<file path="src/inc/fcd_pkg.sv">
package fcd_pkg;
	// command codes and unlock addresses
	localparam logic [7:0] CMD_UNLOCK1 = 8'haa;
	localparam logic [7:0] CMD_UNLOCK2 = 8'h55;
	localparam logic [7:0] CMD_RESET = 8'hf0;
	localparam logic [7:0] CMD_AUTOSEL = 8'h90;
	localparam logic [7:0] CMD_PROGRAM = 8'ha0;
	localparam logic [7:0] CMD_ERASE_SETUP = 8'h80;
	localparam logic [7:0] CMD_CHIP_ERASE = 8'h10;
	localparam logic [7:0] CMD_SECTOR_ERASE = 8'h30;
	localparam logic [7:0] CMD_SUSPEND = 8'hb0;
	localparam logic [7:0] CMD_RESUME = 8'h30;
	localparam logic [11:0] WORD_ADDR1 = 12'h555;
	localparam logic [11:0] WORD_ADDR2 = 12'h2aa;
	localparam logic [11:0] BYTE_ADDR1 = 12'haaa;
	localparam logic [11:0] BYTE_ADDR2 = 12'h555;
	// autoselect read offsets, word mode and byte mode
	localparam logic [11:0] WORD_ID_ADDR = 12'h001;
	localparam logic [11:0] BYTE_ID_ADDR = 12'h002;
	localparam logic [11:0] WORD_PROT_ADDR = 12'h002;
	localparam logic [11:0] BYTE_PROT_ADDR = 12'h004;
	localparam logic [11:0] MFR_ADDR = 12'h000;
	// sector field position
	localparam int SECTOR_LSB = 12;
	localparam int SECTOR_W = 7;
	// strobe timing in mclk cycles
	localparam int SETUP_CYC = 2;
	localparam int PULSE_CYC = 2;
	localparam int HOLD_CYC = 2;
	localparam int READ_CYC = 3;

	typedef enum logic [3:0] {
		OP_RESET, OP_AUTOSEL_ID, OP_AUTOSEL_MFR, OP_PROT_VERIFY,
		OP_PROGRAM, OP_CHIP_ERASE, OP_SECTOR_ERASE, OP_SUSPEND,
		OP_RESUME, OP_READ
	} fcd_op_t;

	// one host request
	typedef struct packed {
		fcd_op_t op;
		logic [19:0] addr;
		logic [15:0] data;
	} fcd_req_t;

	// one bus cycle to the flash
	typedef struct packed {
		logic wr;
		logic [19:0] addr;
		logic [15:0] data;
	} fcd_cyc_t;

	// pin bundle towards the flash
	typedef struct packed {
		logic ce_n;
		logic we_n;
		logic oe_n;
		logic [19:0] addr;
		logic [15:0] dq_out;
		logic dq_oe;
	} fcd_pins_t;
endpackage : fcd_pkg

</file>
<file path="src/verilog/fcd_bus_cycle.sv">
`timescale 1ns/1ps
`default_nettype none
// runs one write or read strobe cycle on the flash pins
module fcd_bus_cycle (
	input wire logic mclk,
	input wire logic resetn,
	input wire logic start,
	input wire fcd_pkg::fcd_cyc_t cyc,
	input wire logic [15:0] dq_in,
	output var fcd_pkg::fcd_pins_t pins,
	output logic done,
	output logic [15:0] rdata
);
	typedef enum logic [1:0] {BC_IDLE, BC_SETUP, BC_PULSE, BC_HOLD} fcd_bc_t;
	fcd_bc_t st_q;
	logic [3:0] cnt_q;
	fcd_pkg::fcd_cyc_t cyc_q;

	// phase sequencer; oe stays high during writes so the strobe qualifies
	always_ff @(posedge mclk or negedge resetn)
	begin
		if (!resetn)
		begin
			st_q <= BC_IDLE;
			cnt_q <= 4'h0;
			cyc_q <= '0;
		end
		else
		begin
			unique case (st_q)
				BC_IDLE:
				if (start)
				begin
					cyc_q <= cyc;
					st_q <= BC_SETUP;
					cnt_q <= 4'(fcd_pkg::SETUP_CYC - 1);
				end
				BC_SETUP:
				if (cnt_q == 4'h0)
				begin
					st_q <= BC_PULSE;
					cnt_q <= cyc_q.wr ? 4'(fcd_pkg::PULSE_CYC - 1) : 4'(fcd_pkg::READ_CYC - 1);
				end
				else
					cnt_q <= cnt_q - 4'h1;
				BC_PULSE:
				if (cnt_q == 4'h0)
				begin
					st_q <= BC_HOLD;
					cnt_q <= 4'(fcd_pkg::HOLD_CYC - 1);
				end
				else
					cnt_q <= cnt_q - 4'h1;
				BC_HOLD:
				if (cnt_q == 4'h0)
					st_q <= BC_IDLE;
				else
					cnt_q <= cnt_q - 4'h1;
			endcase
		end
	end

	// pins registered; address set before we falls, data held past we rising
	always_ff @(posedge mclk or negedge resetn)
	begin
		if (!resetn)
		begin
			pins.ce_n <= 1'b1;
			pins.we_n <= 1'b1;
			pins.oe_n <= 1'b1;
			pins.addr <= '0;
			pins.dq_out <= '0;
			pins.dq_oe <= 1'b0;
		end
		else
		begin
			pins.ce_n <= !(st_q != BC_IDLE);
			pins.we_n <= !(st_q == BC_PULSE && cyc_q.wr);
			pins.oe_n <= !(st_q == BC_PULSE && !cyc_q.wr);
			pins.addr <= cyc_q.addr;
			pins.dq_out <= cyc_q.data;
			pins.dq_oe <= (st_q != BC_IDLE) && cyc_q.wr;
		end
	end

	// completion pulse and read capture at end of oe pulse
	always_ff @(posedge mclk or negedge resetn)
	begin
		if (!resetn)
		begin
			done <= 1'b0;
			rdata <= 16'h0000;
		end
		else
		begin
			done <= (st_q == BC_HOLD) && (cnt_q == 4'h0);
			if (st_q == BC_PULSE && cnt_q == 4'h0 && !cyc_q.wr)
				rdata <= dq_in;
		end
	end
endmodule : fcd_bus_cycle
`default_nettype wire

</file>
<file path="src/verilog/fcd_host.sv">
// Contract
// - host writes with ce and we low, oe held high
// - program, erase and autoselect start with aa, 55 unlock writes at mode addresses; reset, suspend, resume are one write
// - program: two unlocks, a0, then location and value
// - chip erase: unlocks, 80, unlocks, 10
// - sector erase: five chip erase writes then 30 at sector
// - host reports bit 5 of each read on timeout_seen
// - width select low: byte addresses, high: word addresses
`timescale 1ns/1ps
`default_nettype none
module fcd_host (
	input wire logic mclk,
	input wire logic resetn,
	input wire logic req_valid,
	input wire fcd_pkg::fcd_req_t req,
	input wire logic word_mode,
	input wire logic [15:0] dq_in,
	output logic req_ready,
	output logic resp_valid,
	output logic [15:0] resp_data,
	output logic timeout_seen,
	output logic ce_n,
	output logic we_n,
	output logic oe_n,
	output logic [19:0] addr,
	output logic [15:0] dq_out,
	output logic dq_oe,
	output logic byte_n
);
	typedef enum logic [1:0] {H_IDLE, H_ISSUE, H_WAIT} fcd_hst_t;
	fcd_hst_t st_q;
	fcd_pkg::fcd_req_t req_q;
	logic [2:0] step_q;
	logic [2:0] last_q;
	logic start_q;
	fcd_pkg::fcd_cyc_t cyc_q;
	fcd_pkg::fcd_pins_t pins;
	logic bc_done;
	logic [15:0] bc_rdata;

	// unlock address for a given position; low bits only matter to the device
	function automatic logic [19:0] unlock_addr(input logic wm, input logic second);
		logic [11:0] a;
		a = wm ? (second ? fcd_pkg::WORD_ADDR2 : fcd_pkg::WORD_ADDR1)
			: (second ? fcd_pkg::BYTE_ADDR2 : fcd_pkg::BYTE_ADDR1);
		return {8'h00, a};
	endfunction : unlock_addr

	// number of bus cycles per operation, minus one
	function automatic logic [2:0] op_last(input fcd_pkg::fcd_op_t op);
		unique case (op)
			fcd_pkg::OP_RESET, fcd_pkg::OP_SUSPEND, fcd_pkg::OP_RESUME,
			fcd_pkg::OP_READ: return 3'h0;
			fcd_pkg::OP_PROGRAM, fcd_pkg::OP_AUTOSEL_ID, fcd_pkg::OP_AUTOSEL_MFR,
			fcd_pkg::OP_PROT_VERIFY: return 3'h3;
			default: return 3'h5;
		endcase
	endfunction : op_last

	// builds the cycle for position s of the sequence
	function automatic fcd_pkg::fcd_cyc_t seq_cyc(input fcd_pkg::fcd_req_t r,
		input logic wm, input logic [2:0] s);
		fcd_pkg::fcd_cyc_t c;
		logic [19:0] sec;
		logic second;
		c.wr = 1'b1;
		// erases repeat the unlock pair at steps 3 and 4, so parity alone is wrong
		second = (s == 3'h1) || (s == 3'h4);
		c.addr = unlock_addr(wm, second);
		c.data = {8'h00, second ? fcd_pkg::CMD_UNLOCK2 : fcd_pkg::CMD_UNLOCK1};
		sec = {r.addr[19:fcd_pkg::SECTOR_LSB], 12'h000};
		unique case (r.op)
			fcd_pkg::OP_RESET: c.data = {8'h00, fcd_pkg::CMD_RESET};
			fcd_pkg::OP_SUSPEND: c.data = {8'h00, fcd_pkg::CMD_SUSPEND};
			fcd_pkg::OP_RESUME: c.data = {8'h00, fcd_pkg::CMD_RESUME};
			fcd_pkg::OP_READ:
			begin
				c.wr = 1'b0;
				c.addr = r.addr;
			end
			default:
			begin
				if (s == 3'h2)
				begin
					c.addr = unlock_addr(wm, 1'b0);
					unique case (r.op)
						fcd_pkg::OP_PROGRAM: c.data = {8'h00, fcd_pkg::CMD_PROGRAM};
						fcd_pkg::OP_CHIP_ERASE, fcd_pkg::OP_SECTOR_ERASE:
							c.data = {8'h00, fcd_pkg::CMD_ERASE_SETUP};
						default: c.data = {8'h00, fcd_pkg::CMD_AUTOSEL};
					endcase
				end
				else if (s == 3'h3)
				begin
					unique case (r.op)
						fcd_pkg::OP_PROGRAM:
						begin
							c.addr = r.addr;
							c.data = r.data;
						end
						fcd_pkg::OP_AUTOSEL_ID:
						begin
							c.wr = 1'b0;
							c.addr = {8'h00, wm ? fcd_pkg::WORD_ID_ADDR : fcd_pkg::BYTE_ID_ADDR};
						end
						fcd_pkg::OP_AUTOSEL_MFR:
						begin
							c.wr = 1'b0;
							c.addr = {8'h00, fcd_pkg::MFR_ADDR};
						end
						fcd_pkg::OP_PROT_VERIFY:
						begin
							c.wr = 1'b0;
							c.addr = sec | {8'h00, wm ? fcd_pkg::WORD_PROT_ADDR
								: fcd_pkg::BYTE_PROT_ADDR};
						end
						default: c.addr = unlock_addr(wm, 1'b0);
					endcase
				end
				else if (s == 3'h5)
				begin
					if (r.op == fcd_pkg::OP_SECTOR_ERASE)
					begin
						c.addr = sec;
						c.data = {8'h00, fcd_pkg::CMD_SECTOR_ERASE};
					end
					else
					begin
						c.addr = unlock_addr(wm, 1'b0);
						c.data = {8'h00, fcd_pkg::CMD_CHIP_ERASE};
					end
				end
			end
		endcase
		return c;
	endfunction : seq_cyc

	fcd_bus_cycle u_cycle (
		.mclk(mclk),
		.resetn(resetn),
		.start(start_q),
		.cyc(cyc_q),
		.dq_in(dq_in),
		.pins(pins),
		.done(bc_done),
		.rdata(bc_rdata)
	);

	// request sequencer: whole sequences issued back to back, never interleaved
	always_ff @(posedge mclk or negedge resetn)
	begin
		if (!resetn)
		begin
			st_q <= H_IDLE;
			req_q <= '0;
			step_q <= 3'h0;
			last_q <= 3'h0;
			start_q <= 1'b0;
			cyc_q <= '0;
			req_ready <= 1'b0;
		end
		else
		begin
			start_q <= 1'b0;
			unique case (st_q)
				H_IDLE:
				begin
					req_ready <= 1'b1;
					if (req_valid && req_ready)
					begin
						req_ready <= 1'b0;
						req_q <= req;
						step_q <= 3'h0;
						last_q <= op_last(req.op);
						st_q <= H_ISSUE;
					end
				end
				H_ISSUE:
				begin
					cyc_q <= seq_cyc(req_q, word_mode, step_q);
					start_q <= 1'b1;
					st_q <= H_WAIT;
				end
				H_WAIT:
				if (bc_done)
				begin
					if (step_q == last_q)
						st_q <= H_IDLE;
					else
					begin
						step_q <= step_q + 3'h1;
						st_q <= H_ISSUE;
					end
				end
				default: st_q <= H_IDLE;
			endcase
		end
	end

	// answer and timeout bit watch on reads
	always_ff @(posedge mclk or negedge resetn)
	begin
		if (!resetn)
		begin
			resp_valid <= 1'b0;
			resp_data <= 16'h0000;
			timeout_seen <= 1'b0;
		end
		else
		begin
			resp_valid <= (st_q == H_WAIT) && bc_done && (step_q == last_q);
			if ((st_q == H_WAIT) && bc_done && (step_q == last_q))
				resp_data <= bc_rdata;
			if ((st_q == H_WAIT) && bc_done && !cyc_q.wr)
				timeout_seen <= bc_rdata[5];
		end
	end

	// pins straight from the cycle engine flops
	always_comb
	begin
		ce_n = pins.ce_n;
		we_n = pins.we_n;
		oe_n = pins.oe_n;
		addr = pins.addr;
		dq_out = pins.dq_out;
		dq_oe = pins.dq_oe;
	end

	// width select pin registered from the mode input
	always_ff @(posedge mclk or negedge resetn)
	begin
		if (!resetn)
			byte_n <= 1'b0;
		else
			byte_n <= word_mode;
	end
endmodule : fcd_host
`default_nettype wire

</file>
<file path="config.mk">
export PLATFORM = sky130hd
export DESIGN_NAME = fcd_host
export DESIGN_NICKNAME = d
export VERILOG_FILES = /design/src/inc/fcd_pkg.sv /design/src/verilog/fcd_bus_cycle.sv /design/src/verilog/fcd_host.sv
export SDC_FILE = /design/constraint.sdc
export NUM_CORES = 1
export LEC_CHECK = 0
export BUFFER_PORTS_ARGS = -buffer_cell sky130_fd_sc_hd__buf_2
export CAP_MARGIN = 20
export CORE_MARGIN = 1.5
export CORE_UTILIZATION = 40
export DETAILED_ROUTE_END_ITERATION = 8
export PLACE_DENSITY = 0.65
export SYNTH_ARGS = -nofsm -noshare
export SYNTH_HDL_FRONTEND = slang
export SYNTH_SLANG_ARGS = --single-unit
</file>
<file path="constraint.sdc">
create_clock -name mclk -period 2.95 [get_ports mclk]
set_input_delay 0.59 -clock mclk [delete_from_list [all_inputs] [get_ports mclk]]
set_output_delay 0.59 -clock mclk [all_outputs]
set_load 0.01 [all_outputs]
</file>
## Yosys cells after proc, flatten, opt, wreduce, memory -nomap -nowiden

Memories as Yosys holds them, arrays and structs flattened. A register that Yosys moved wholly into a read port is not among the register bits.
Index checks and enable logic that the tools add are counted.

- Memories kept: 1
- Bits in latches: 0
- Register bits after elaboration: 203
- Word-level logic and storage cells: 131
- Memory bits (read-only): 48
- Memory bits (writable): 0
- Input bits: 60

Memories:

| name | depth | bits a word | rd ports | clocked after memory_dff | wr ports | line | text |
|---|---|---|---|---|---|---|---|
| (no name shown) | 16 | 3 | 1 | 1 | 0 | fcd_host.sv:51 | `unique case (op)` |

- Add/sub/neg operators: 2
- Mux-type cells: 40
- Equal/unequal tests: 28
- $lt $le $gt $ge: 0
- $mul: 0
- Divide/modulo/power cells: 0
- Reductions and logical operators: 32
- Bitwise operators: 1
- Shifts and indexed selects: 0

Operators by type and width:

| operator | number |
|---|---|
| $mux W36 | 4 |
| $pmux W20 S4 | 1 |
| $pmux W16 S4 | 1 |
| $pmux W21 S2 | 1 |
| $mux W12 | 3 |
| $or A20 B3 Y20 | 1 |
| $eq A4 B3 Y1 const B | 4 |
| $mux W16 | 1 |
| $mux W2 | 8 |
| $mux W4 | 4 |
| $pmux W4 S4 | 1 |
| $mux W3 | 4 |
| $pmux W6 S2 | 1 |
| $mux W11 | 1 |
| $logic_and A1 B1 Y1 | 10 |
| $eq A4 B2 Y1 const B | 2 |
| $eq A4 B4 Y1 const B | 2 |
| $logic_not A4 Y1 | 2 |
| $mux W8 | 1 |
| $ne A2 B1 Y1 const B | 4 |
| $ne A2 B2 Y1 const B | 4 |
| $pmux W2 S4 | 1 |
| $reduce_and A2 Y1 | 4 |
| $reduce_and A4 Y1 | 2 |
| 18 further kinds | 36 |

## Logic depth before layout (Yosys ltp)

Gate-level depths: netlist (run 1).

- Word-level depth: 8
- Gate-level depth with buffers: 11

## Modules after synthesis

From an unflattened synthesis (run 1), not the netlist that was laid out.

- Cell total of the unflattened synthesis: 706
- Area, all modules: 8373.0 um^2

Modules (own cells, without submodules):

| module | instances | area each (um^2) | cells an instance |
|---|---|---|---|
| fcd_host | 1 | 4874.7 | 504 |
| fcd_bus_cycle | 1 | 3498.4 | 202 |

## Worst setup path before layout (run 1)

OpenSTA, ideal clock, no wires.

- Path type: register to register
- From: register step_q[1]
- To: register cyc_q[26] in the netlist's numbering
- Cell stages (with the launch flop): 12
- Arrival: 2.302 ns
- Path slack: 0.583 ns
- Path buffers: 1
- Required time: 2.885 ns
- Period minus slack after synthesis: 2.367 ns
- Path through: dfrtp_1 inv_1 ha_1 clkbuf_1 mux2_2 inv_2 ha_1 a21bo_2 a221oi_2 nor3_2 a21oi_1 o22a_1

- Cells in the longest elaborated chain, start to end: 8
- Elaborated cells between the ends (all ways): 13
- Classes of those cells: eq/ne: 5; mux: 7; reduce/logical: 1

Ends and longest elaborated chain:

| item | line | text |
|---|---|---|
| from (decl) | fcd_host.sv:33 | `logic [2:0] step_q;` |
| from (signal assigned) | fcd_host.sv:191 | `step_q <= step_q + 3'h1;` |
| $eq A3 B1 Y1 / $eq A3 B3 Y1 (equally long branches) | fcd_host.sv:68 | `second = (s == 3'h1) \|\| (s == 3'h4);` |
| $logic_or A1 B1 Y1 | fcd_host.sv:68 |  |
| $mux W12 / $mux W11 (equally long branches) | fcd_host.sv:45, fcd_host.sv:44 |  |
| $mux W12 | fcd_host.sv:44 | `a = wm ? (second ? fcd_pkg::WORD_ADDR2 : fcd_pkg::WORD_ADDR1)` |
| $mux W36 | fcd_host.sv:120 | `else if (s == 3'h5)` |
| $mux W36 | fcd_host.sv:93 | `else if (s == 3'h3)` |
| $mux W36 | fcd_host.sv:83 | `if (s == 3'h2)` |
| $pmux W21 S2 (*) | fcd_host.sv:72 | `unique case (r.op)` |
| to (signal assigned) | fcd_host.sv:180 | `cyc_q <= seq_cyc(req_q, word_mode, step_q);` |
| to (decl) | fcd_host.sv:36 | `fcd_pkg::fcd_cyc_t cyc_q;` |

Mark *: on every way between the ends. The rest lies on a longest branch, timed or not.
A chain may end at the register's enable or synchronous reset.

## Worst setup path in the final report (run 1)

- From: register step_q[1]
- To: register cyc_q[21] in the netlist's numbering

Same word-level chain as after synthesis.

==> results of run 1 <==
[critical path, stage by stage (launching register included)]
cell and delay, ns:
sky130_fd_sc_hd__dfrtp_1 0.43, sky130_fd_sc_hd__inv_1 0.10, sky130_fd_sc_hd__ha_1 0.34, sky130_fd_sc_hd__mux2_2 0.28, sky130_fd_sc_hd__inv_2 0.05, sky130_fd_sc_hd__ha_1 0.32, sky130_fd_sc_hd__a21o_1 0.10, sky130_fd_sc_hd__o311ai_1 0.13
sky130_fd_sc_hd__a21oi_1 0.41, sky130_fd_sc_hd__a21oi_1 0.14, sky130_fd_sc_hd__o22a_1 0.18
[metal layers]
layer	part of all wire	global-route usage	up-vias
met5	0	0	-
met4	0.013	0.0421	0
met3	0.057	0.0288	20
met2	0.47	0.267	149
met1	0.46	0.234	2800
li1	-	-	2778
[final timing paths]
path                                   endpoint  slack, ns  depth (start not counted)
worst min-delay path               resp_data[1]       0.08                          1
worst min register to register  u_cycle.pins[4]       0.37                          0
min in group mclk                      req_q[7]       0.26                          3
max in group asynchronous         resp_data[11]       2.18                          2
worst max-delay path                  cyc_q[21]       0.37                         10
worst max register to register        cyc_q[21]       0.37                         10
[final cells by class]
cell class                      instances  area (µm²)
Fill cell                            1896       10300
Sequential cell                       206        5160
Multi-Input combinational cell        476        3040
Timing Repair Buffer                  130         724
Clock buffer                           35         691
Tap cell                              270         338
Clock inverter                          5        67.6
Inverter                               18        67.6
[power by group]
group          internal (mW)  switching, mW
clock network           1.70           1.11
logic                   1.38           1.80
registers               3.94          0.719
total                   7.03           3.63
[cells in the final DEF, fill, tap and decap left out, types with 5 or more instances in the layout]
cell type,count
sky130_fd_sc_hd__clkbuf_1,5
sky130_fd_sc_hd__ha_1,14
sky130_fd_sc_hd__a22o_1,9
sky130_fd_sc_hd__clkbuf_16,23
sky130_fd_sc_hd__nand2_1,182
sky130_fd_sc_hd__inv_1,16
sky130_fd_sc_hd__dfrtp_1,203
sky130_fd_sc_hd__a21o_1,8
sky130_fd_sc_hd__nand2b_1,6
sky130_fd_sc_hd__buf_2,118
sky130_fd_sc_hd__nor2_1,26
sky130_fd_sc_hd__a211oi_1,6
sky130_fd_sc_hd__mux2_1,32
sky130_fd_sc_hd__clkbuf_8,8
sky130_fd_sc_hd__buf_4,8
sky130_fd_sc_hd__o21ai_0,10
sky130_fd_sc_hd__a31oi_1,5
sky130_fd_sc_hd__nor2b_1,5
sky130_fd_sc_hd__a21oi_1,36
sky130_fd_sc_hd__o22a_1,13
sky130_fd_sc_hd__o21ai_1,12
sky130_fd_sc_hd__mux2_2,39
[flip-flops by register name (all words and copies together) (netlist names), 4 cells and up]
| signal | flops |
|---|---|
| req_q | 40 |
| u_cycle.pins | 40 |
| cyc_q | 37 |
| u_cycle.cyc_q | 37 |
| resp_data | 16 |
| u_cycle.rdata | 16 |
| u_cycle.cnt_q | 4 |
[kinds of logic after synthesis]
group / Yosys count / synth area share
and+or+nand+nor: 257 / 0.133
DFF: 206 / 0.612
AOI/OAI and AO/OA: 128 / 0.104
muxes: 73 / 0.0973
buffers and inverters: 56 / 0.0284
adders and majority gates: 14 / 0.0208
xor gates and xnor gates: 4 / 0.00416
[per-stage QoR]
stage	util	instance area [µm²]	cells	setup slack [ns]	power, mW
finish	0.494	10100	1140	0.370	10.7
floorplan	-	8430	738	0.583	6.76
global placement	0.457	9330	1100	0.513	7.81
detailed placement	0.457	9330	1100	0.449	7.91
CTS	0.494	10100	1140	0.432	10.8
global route	0.494	10100	1140	0.200	11.4
==> reports/results.md, run 1 <==
| Stage | Parameter | Reported |
| --- | --- | --- |
| outcome | Status | finished, final reports clean |
| sta | Final count of negative-setup-slack endpoints | 0 |
| clock network | Sinks on the clock net | 206 |
| die | Core area | 0.0204 mm² |
| drt | Number of vias per cell | 5.04 |
| die | Die H | 148 µm |
| die | Site Rows | 52 |
| sta | Setup TNS after final layout | 0 ns |
| clock network | Count of hold buffers inserted by post-cts repair | 0 |
| synthesis | Commonest cells post-synth | 203 x sky130_fd_sc_hd__dfrtp_1, 183 x sky130_fd_sc_hd__nand2_1, 39 x sky130_fd_sc_hd__mux2_2 |
| setup path | Launching element of the worst setup path | step_q[1] |
| setup path | Reg2Reg Launch Point | step_q[1] |
| drt | Detailed Routing Iterations Pass 1 | 4 |
| clock network | Post-CTS setup-driven buffer insertion count | 0 |
| synthesis | Post-Synthesis Net Count | 812 |
| setup path | Critical Path Fanout Max | 10 |
| clock network | Clock insertion delay at the later pin of the skew report | 0.51 ns |
| synthesis | Most common cell in the synthesized netlist | sky130_fd_sc_hd__dfrtp_1 |
| clock network | CTS tree | yes |
| global routing | GRT Overall Usage | 0.166 |
| drt | Residual DRC | 0 |
| synthesis | Library cell with the largest summed area after synthesis | sky130_fd_sc_hd__dfrtp_1 |
| synthesis | Mapped Cells | 738 |
| flow run | Max-capacitance violation count | 0 |
| synthesis | Number of library cell types mapped by synthesis | 62 |
| global routing | Global-route wire length before repair | 29,300 µm |
| drt | Final ANT Viol Nets | 0 |
| pwr | Peak supply drop | 0.449 mV |
| synthesis | Largest cells by area after synthesis | sky130_fd_sc_hd__dfrtp_1 60%, sky130_fd_sc_hd__nand2_1 8.2%, sky130_fd_sc_hd__mux2_2 5.2% |
| drt | Overall routed net length | 17,900 µm |
| synthesis | Dominant register cell in the synthesized netlist | sky130_fd_sc_hd__dfrtp_1 |
| sta | Headroom to the max-slew limit | 0.421 |
| global routing | Number of global-route vias before repair | 5,698 |
| pwr | Reported leakage power | 4.84 nW |
| synthesis | Async S/R FF share, synth | 1.00 |
| hold path | Worst Hold Class | input pin to asynchronous set/reset pin |
| clock network | Number of buffers added by the clock tree synthesis step | 23 |
| synthesis | Cell area after synthesis | 0.00843 mm² |
| synthesis | Sequential-to-total area share from yosys stat | 0.612 |
| drt | Mean routed wirelength per cell | 15.7 µm |
| synthesis | Yosys warnings | 0 |
| global routing | Largest net degree at the start of global routing | 69 |
| synthesis | Post-synthesis area per instance | 11.4 µm² |
| global routing | Total overflow reported by the global router | 0 |
| setup path | Startpoint kind of the worst setup timing path | flip-flop |
| sta | Slew at the pin closest to its max-slew limit | 0.868 ns |
| setup path | Data required time at the worst endpoint | 3.36 ns |
| final layout | Area added between synthesis and finish | 19.7% |
| sta | Unrepaired setup endpoints after global routing | false |
| synthesis | Count of flip-flops with a built-in enable after synthesis | 0 |
| sta | Endpoints failing hold | 0 |
| die | Die ar. | 0.0219 mm² |
| place | HPWL after detailed placement | 12,000 µm |
| final layout | Number of antenna cells inserted | 0 |
| sta | Top achievable clock speed | 0.388 GHz |
| clock network | Maximum level of the CTS H-tree | 1 |
| global routing | Number of antenna violations at the first check in global routing | 0 |
| clock network | Post-cts sizing count | 0 |
| sta | Final Skew | 0.00700 ns |
| drt | Via count | 5,747 |
| setup path | Signal arrival time at the worst endpoint | 2.99 ns |
| setup path | Crit path kind | flip-flop to flip-flop |
| die | Initial Utilization | 0.412 |
| sta | Final Slew Violations | 0 |
| final layout | Count of nets after finishing | 929 |
| sta | Minimum hold slack | 0.0772 ns |
| synthesis | Number of synthesized register bits | 206 |
| sta | Post-route fraction of the period consumed by the critical path | 0.875 |
| setup path | Kind of capture point of the worst setup path | flip-flop |
| place | Final estimated routing congestion in global placement | 0.887 |
| die | Top Ports | 120 |
| synthesis | Share of Yosys cell area claimed by the top area cell type | 0.603 |
| final layout | Proportion of layout cells with a drive suffix above 1 | 0.252 |
| drt | Iteration-0 DRC count of the detailed router | 295 |
| place | IO buf count | 119 |
| pwr | Power density normalized to cell area | 1060 mW/mm² |
| clock network | Cell at the root of the clock tree | sky130_fd_sc_hd__clkbuf_16 |
| die | Chip width | 148 µm |
| sta | Clock period minus worst slack | 2.58 ns |
| clock network | Clock transition at the registers of the reported paths | 0.06 ns |
| clock network | Maximum root-to-sink buffer count | 3 |
(Power assumes the default switching activity.)
==> inputs of run 2 (changes only) <==
--- a/config.mk
+++ b/config.mk
@@ -5,10 +5,11 @@
 export SDC_FILE = /design/constraint.sdc
 export NUM_CORES = 1
 export LEC_CHECK = 0
-export BUFFER_PORTS_ARGS = -buffer_cell sky130_fd_sc_hd__buf_2
+export BUFFER_PORTS_ARGS = -buffer_cell sky130_fd_sc_hd__clkbuf_2
 export CAP_MARGIN = 20
 export CORE_MARGIN = 1.5
 export CORE_UTILIZATION = 40
+export CTS_CLUSTER_SIZE = 30
 export DETAILED_ROUTE_END_ITERATION = 8
 export PLACE_DENSITY = 0.65
 export SYNTH_ARGS = -nofsm -noshare
==> constraint.sdc (replaced) <==
create_clock -name mclk -period 3.3 [get_ports mclk]
set_input_delay 0.66 -clock mclk [delete_from_list [all_inputs] [get_ports mclk]]
set_output_delay 0.66 -clock mclk [all_outputs]
set_load 0.01 [all_outputs]
==> run 2 against run 1 <==
  * Critical path type unchanged
  * Design area down 0.16%
  * Fmax about the same
  * Clock power down 9.3%
  * Sequential share of layout area up 0.083 points
  * Largest power group unchanged
  * Non-clock buffer count down 2
  * Die area unchanged
  * Core utilization down 0.080 points
  * Worst setup slack better by 0.35 ns
==> reports/results.md, run 2 (synthesis results as in run 1) <==
| Stage | Parameter | Reported |
| --- | --- | --- |
| sta | Endpoints failing hold | 0 |
| final layout | Area added between synthesis and finish | 19.5% |
| clock network | Clock transition at the registers of the reported paths | 0.06 ns |
| die | Die H | 148 µm |
| global routing | Met2 Usage GRT | 0.269 |
| die | Top Ports | 120 |
| setup path | Register-to-register path setup slack | 0.72 ns |
| drt | Detailed Routing Iterations Pass 1 | 6 |
| global routing | Number of global-route vias before repair | 5,598 |
| setup path | Reg2Reg Launch Point | step_q[1] |
| global routing | Total overflow reported by the global router | 0 |
| sta | Final Slew Violations | 0 |
| global routing | Largest net degree at the start of global routing | 65 |
| global routing | Number of antenna violations at the first check in global routing | 0 |
| sta | Slew at the pin closest to its max-slew limit | 0.992 ns |
| place | HPWL after detailed placement | 12,100 µm |
| final layout | Regs by FF count | req_q x40, u_cycle.pins x40 |
| global routing | Global-route wire length before repair | 29,700 µm |
| die | Core area | 0.0204 mm² |
| final layout | Count of nets after finishing | 927 |
| clock network | Count of hold buffers inserted by post-cts repair | 0 |
| drt | Residual DRC | 0 |
| setup path | Kind of capture point of the worst setup path | flip-flop |
| global routing | Routing usage on met1 | 0.241 |
| die | Chip width | 148 µm |
| drt | Via count | 5,628 |
| flow run | Max-capacitance violation count | 0 |
| pwr | Power density normalized to cell area | 948 mW/mm² |
| clock network | Sinks on the clock net | 206 |
| clock network | Cell at the root of the clock tree | sky130_fd_sc_hd__clkbuf_16 |
| setup path | Launching element of the worst setup path | step_q[1] |
| die | Die ar. | 0.0219 mm² |
| global routing | GRT Overall Usage | 0.169 |
| drt | Iteration-0 DRC count of the detailed router | 373 |
| setup path | Crit path kind | flip-flop to flip-flop |
| pwr | Peak supply drop | 0.405 mV |
| sta | Post-route fraction of the period consumed by the critical path | 0.781 |
| clock network | Clock insertion delay at the later pin of the skew report | 0.51 ns |
| clock network | Post-cts sizing count | 0 |
| sta | Clock period minus worst slack | 2.58 ns |
| final layout | Most common cell after layout, fill and taps aside | sky130_fd_sc_hd__dfrtp_1 |
| sta | Setup TNS after final layout | 0 ns |
| die | Site Rows | 52 |
| clock network | Post-CTS setup-driven buffer insertion count | 0 |
| hold path | Worst Hold Class | input pin to asynchronous set/reset pin |
| drt | Number of vias per cell | 4.94 |
| sta | Final count of negative-setup-slack endpoints | 0 |
| clock network | Maximum level of the CTS H-tree | 1 |
| clock network | Maximum root-to-sink buffer count | 3 |
| die | Initial Utilization | 0.412 |
| sta | Unrepaired setup endpoints after global routing | false |
| global routing | GRT busiest layer | met2 |
| sta | Top achievable clock speed | 0.388 GHz |
| sta | Headroom to the max-slew limit | 0.336 |
| place | Total placed cells including tap cells | 1,098 |
| global routing | Met3 track demand over resource in global routing | 0.0294 |
| drt | Overall routed net length | 18,000 µm |
| setup path | Critical Path Fanout Max | 10 |
| clock network | Number of buffers added by the clock tree synthesis step | 23 |
| final layout | Number of antenna cells inserted | 0 |
| place | Final estimated routing congestion in global placement | 0.877 |
| setup path | Data required time at the worst endpoint | 3.70 ns |
| setup path | Signal arrival time at the worst endpoint | 2.98 ns |
| clock network | CTS tree | yes |
| outcome | Status | finished, final reports clean |
| sta | Final Skew | 0.00797 ns |
| pwr | Reported leakage power | 4.84 nW |
| place | Post-placement worst setup slack | 0.789 ns |
| final layout | Top library cells by usage in the layout, fill and taps aside | 203 x sky130_fd_sc_hd__dfrtp_1, 182 x sky130_fd_sc_hd__nand2_1, 118 x sky130_fd_sc_hd__clkbuf_2 |
| drt | Final ANT Viol Nets | 0 |
| drt | Mean routed wirelength per cell | 15.8 µm |
| place | IO buf count | 119 |
| sta | Post-route setup slack | 0.721 ns |
| final layout | Non-Filler Instances | 1,140 |
| setup path | Startpoint kind of the worst setup timing path | flip-flop |
| final layout | Proportion of layout cells with a drive suffix above 1 | 0.252 |
| final layout | Number of inserted filler cells in the final layout | 1,882 |
| pwr | Total Power | 9.55 mW |
## run 2: metrics by stage
| stage | area, µm² | util | hold WS, ns |
|---|---|---|---|
| 6_report | 10100 | 0.493 | 0.0914 |
| 5_1_grt | 10100 | 0.493 | 0.113 |
| 2_1_floorplan | 8430 | - | 0.349 |
| 3_3_place_gp | 9300 | 0.455 | 0.355 |
| 4_1_cts | 10100 | 0.493 | 0.0946 |
| 3_5_place_dp | 9300 | 0.455 | 0.357 |
## run 2: final cells by class
type                       count  area [µm²]  area share
multi-input combinational    476        3040       0.302
sequential                   206        5160       0.512
timing repair buffer         128         697      0.0692
tap                          270         338      0.0336
clock buffer                  32         649      0.0645
inverter                      18        67.6     0.00671
clock inverter                10         120      0.0119
## run 2: worst max-delay path: stages (launching register included)
cell                       delay [ns]
sky130_fd_sc_hd__dfrtp_1         0.43
sky130_fd_sc_hd__inv_1           0.10
sky130_fd_sc_hd__ha_1            0.34
sky130_fd_sc_hd__mux2_2          0.29
sky130_fd_sc_hd__inv_2           0.05
sky130_fd_sc_hd__ha_1            0.34
sky130_fd_sc_hd__a21o_1          0.11
sky130_fd_sc_hd__o311ai_1        0.14
sky130_fd_sc_hd__a21oi_1         0.38
sky130_fd_sc_hd__a21oi_1         0.13
sky130_fd_sc_hd__o22a_1          0.17
## run 2: final timing paths
kind                       cells past startpoint               end
setup / recovery                              10         cyc_q[21]
hold / removal                                 1      resp_data[6]
setup reg to reg                              10         cyc_q[21]
hold reg to reg                                0  u_cycle.pins[22]
max in group asynchronous                      2  u_cycle.pins[26]
min in group mclk                              3          req_q[8]
## run 2: routing by layer
metal | routed length, µm | vias to the layer above
met5 | 0 | -
met4 | 177 | 0
met3 | 955 | 13
met2 | 8450 | 138
met1 | 8400 | 2709
li1 | - | 2768
## run 2: where the power goes
| part | internal (mW) | switching, mW | total [mW] |
|---|---|---|---|
| Combinational | 1.23 | 1.58 | 2.81 |
| Clock | 1.54 | 1.01 | 2.55 |
| Sequential | 3.52 | 0.662 | 4.18 |
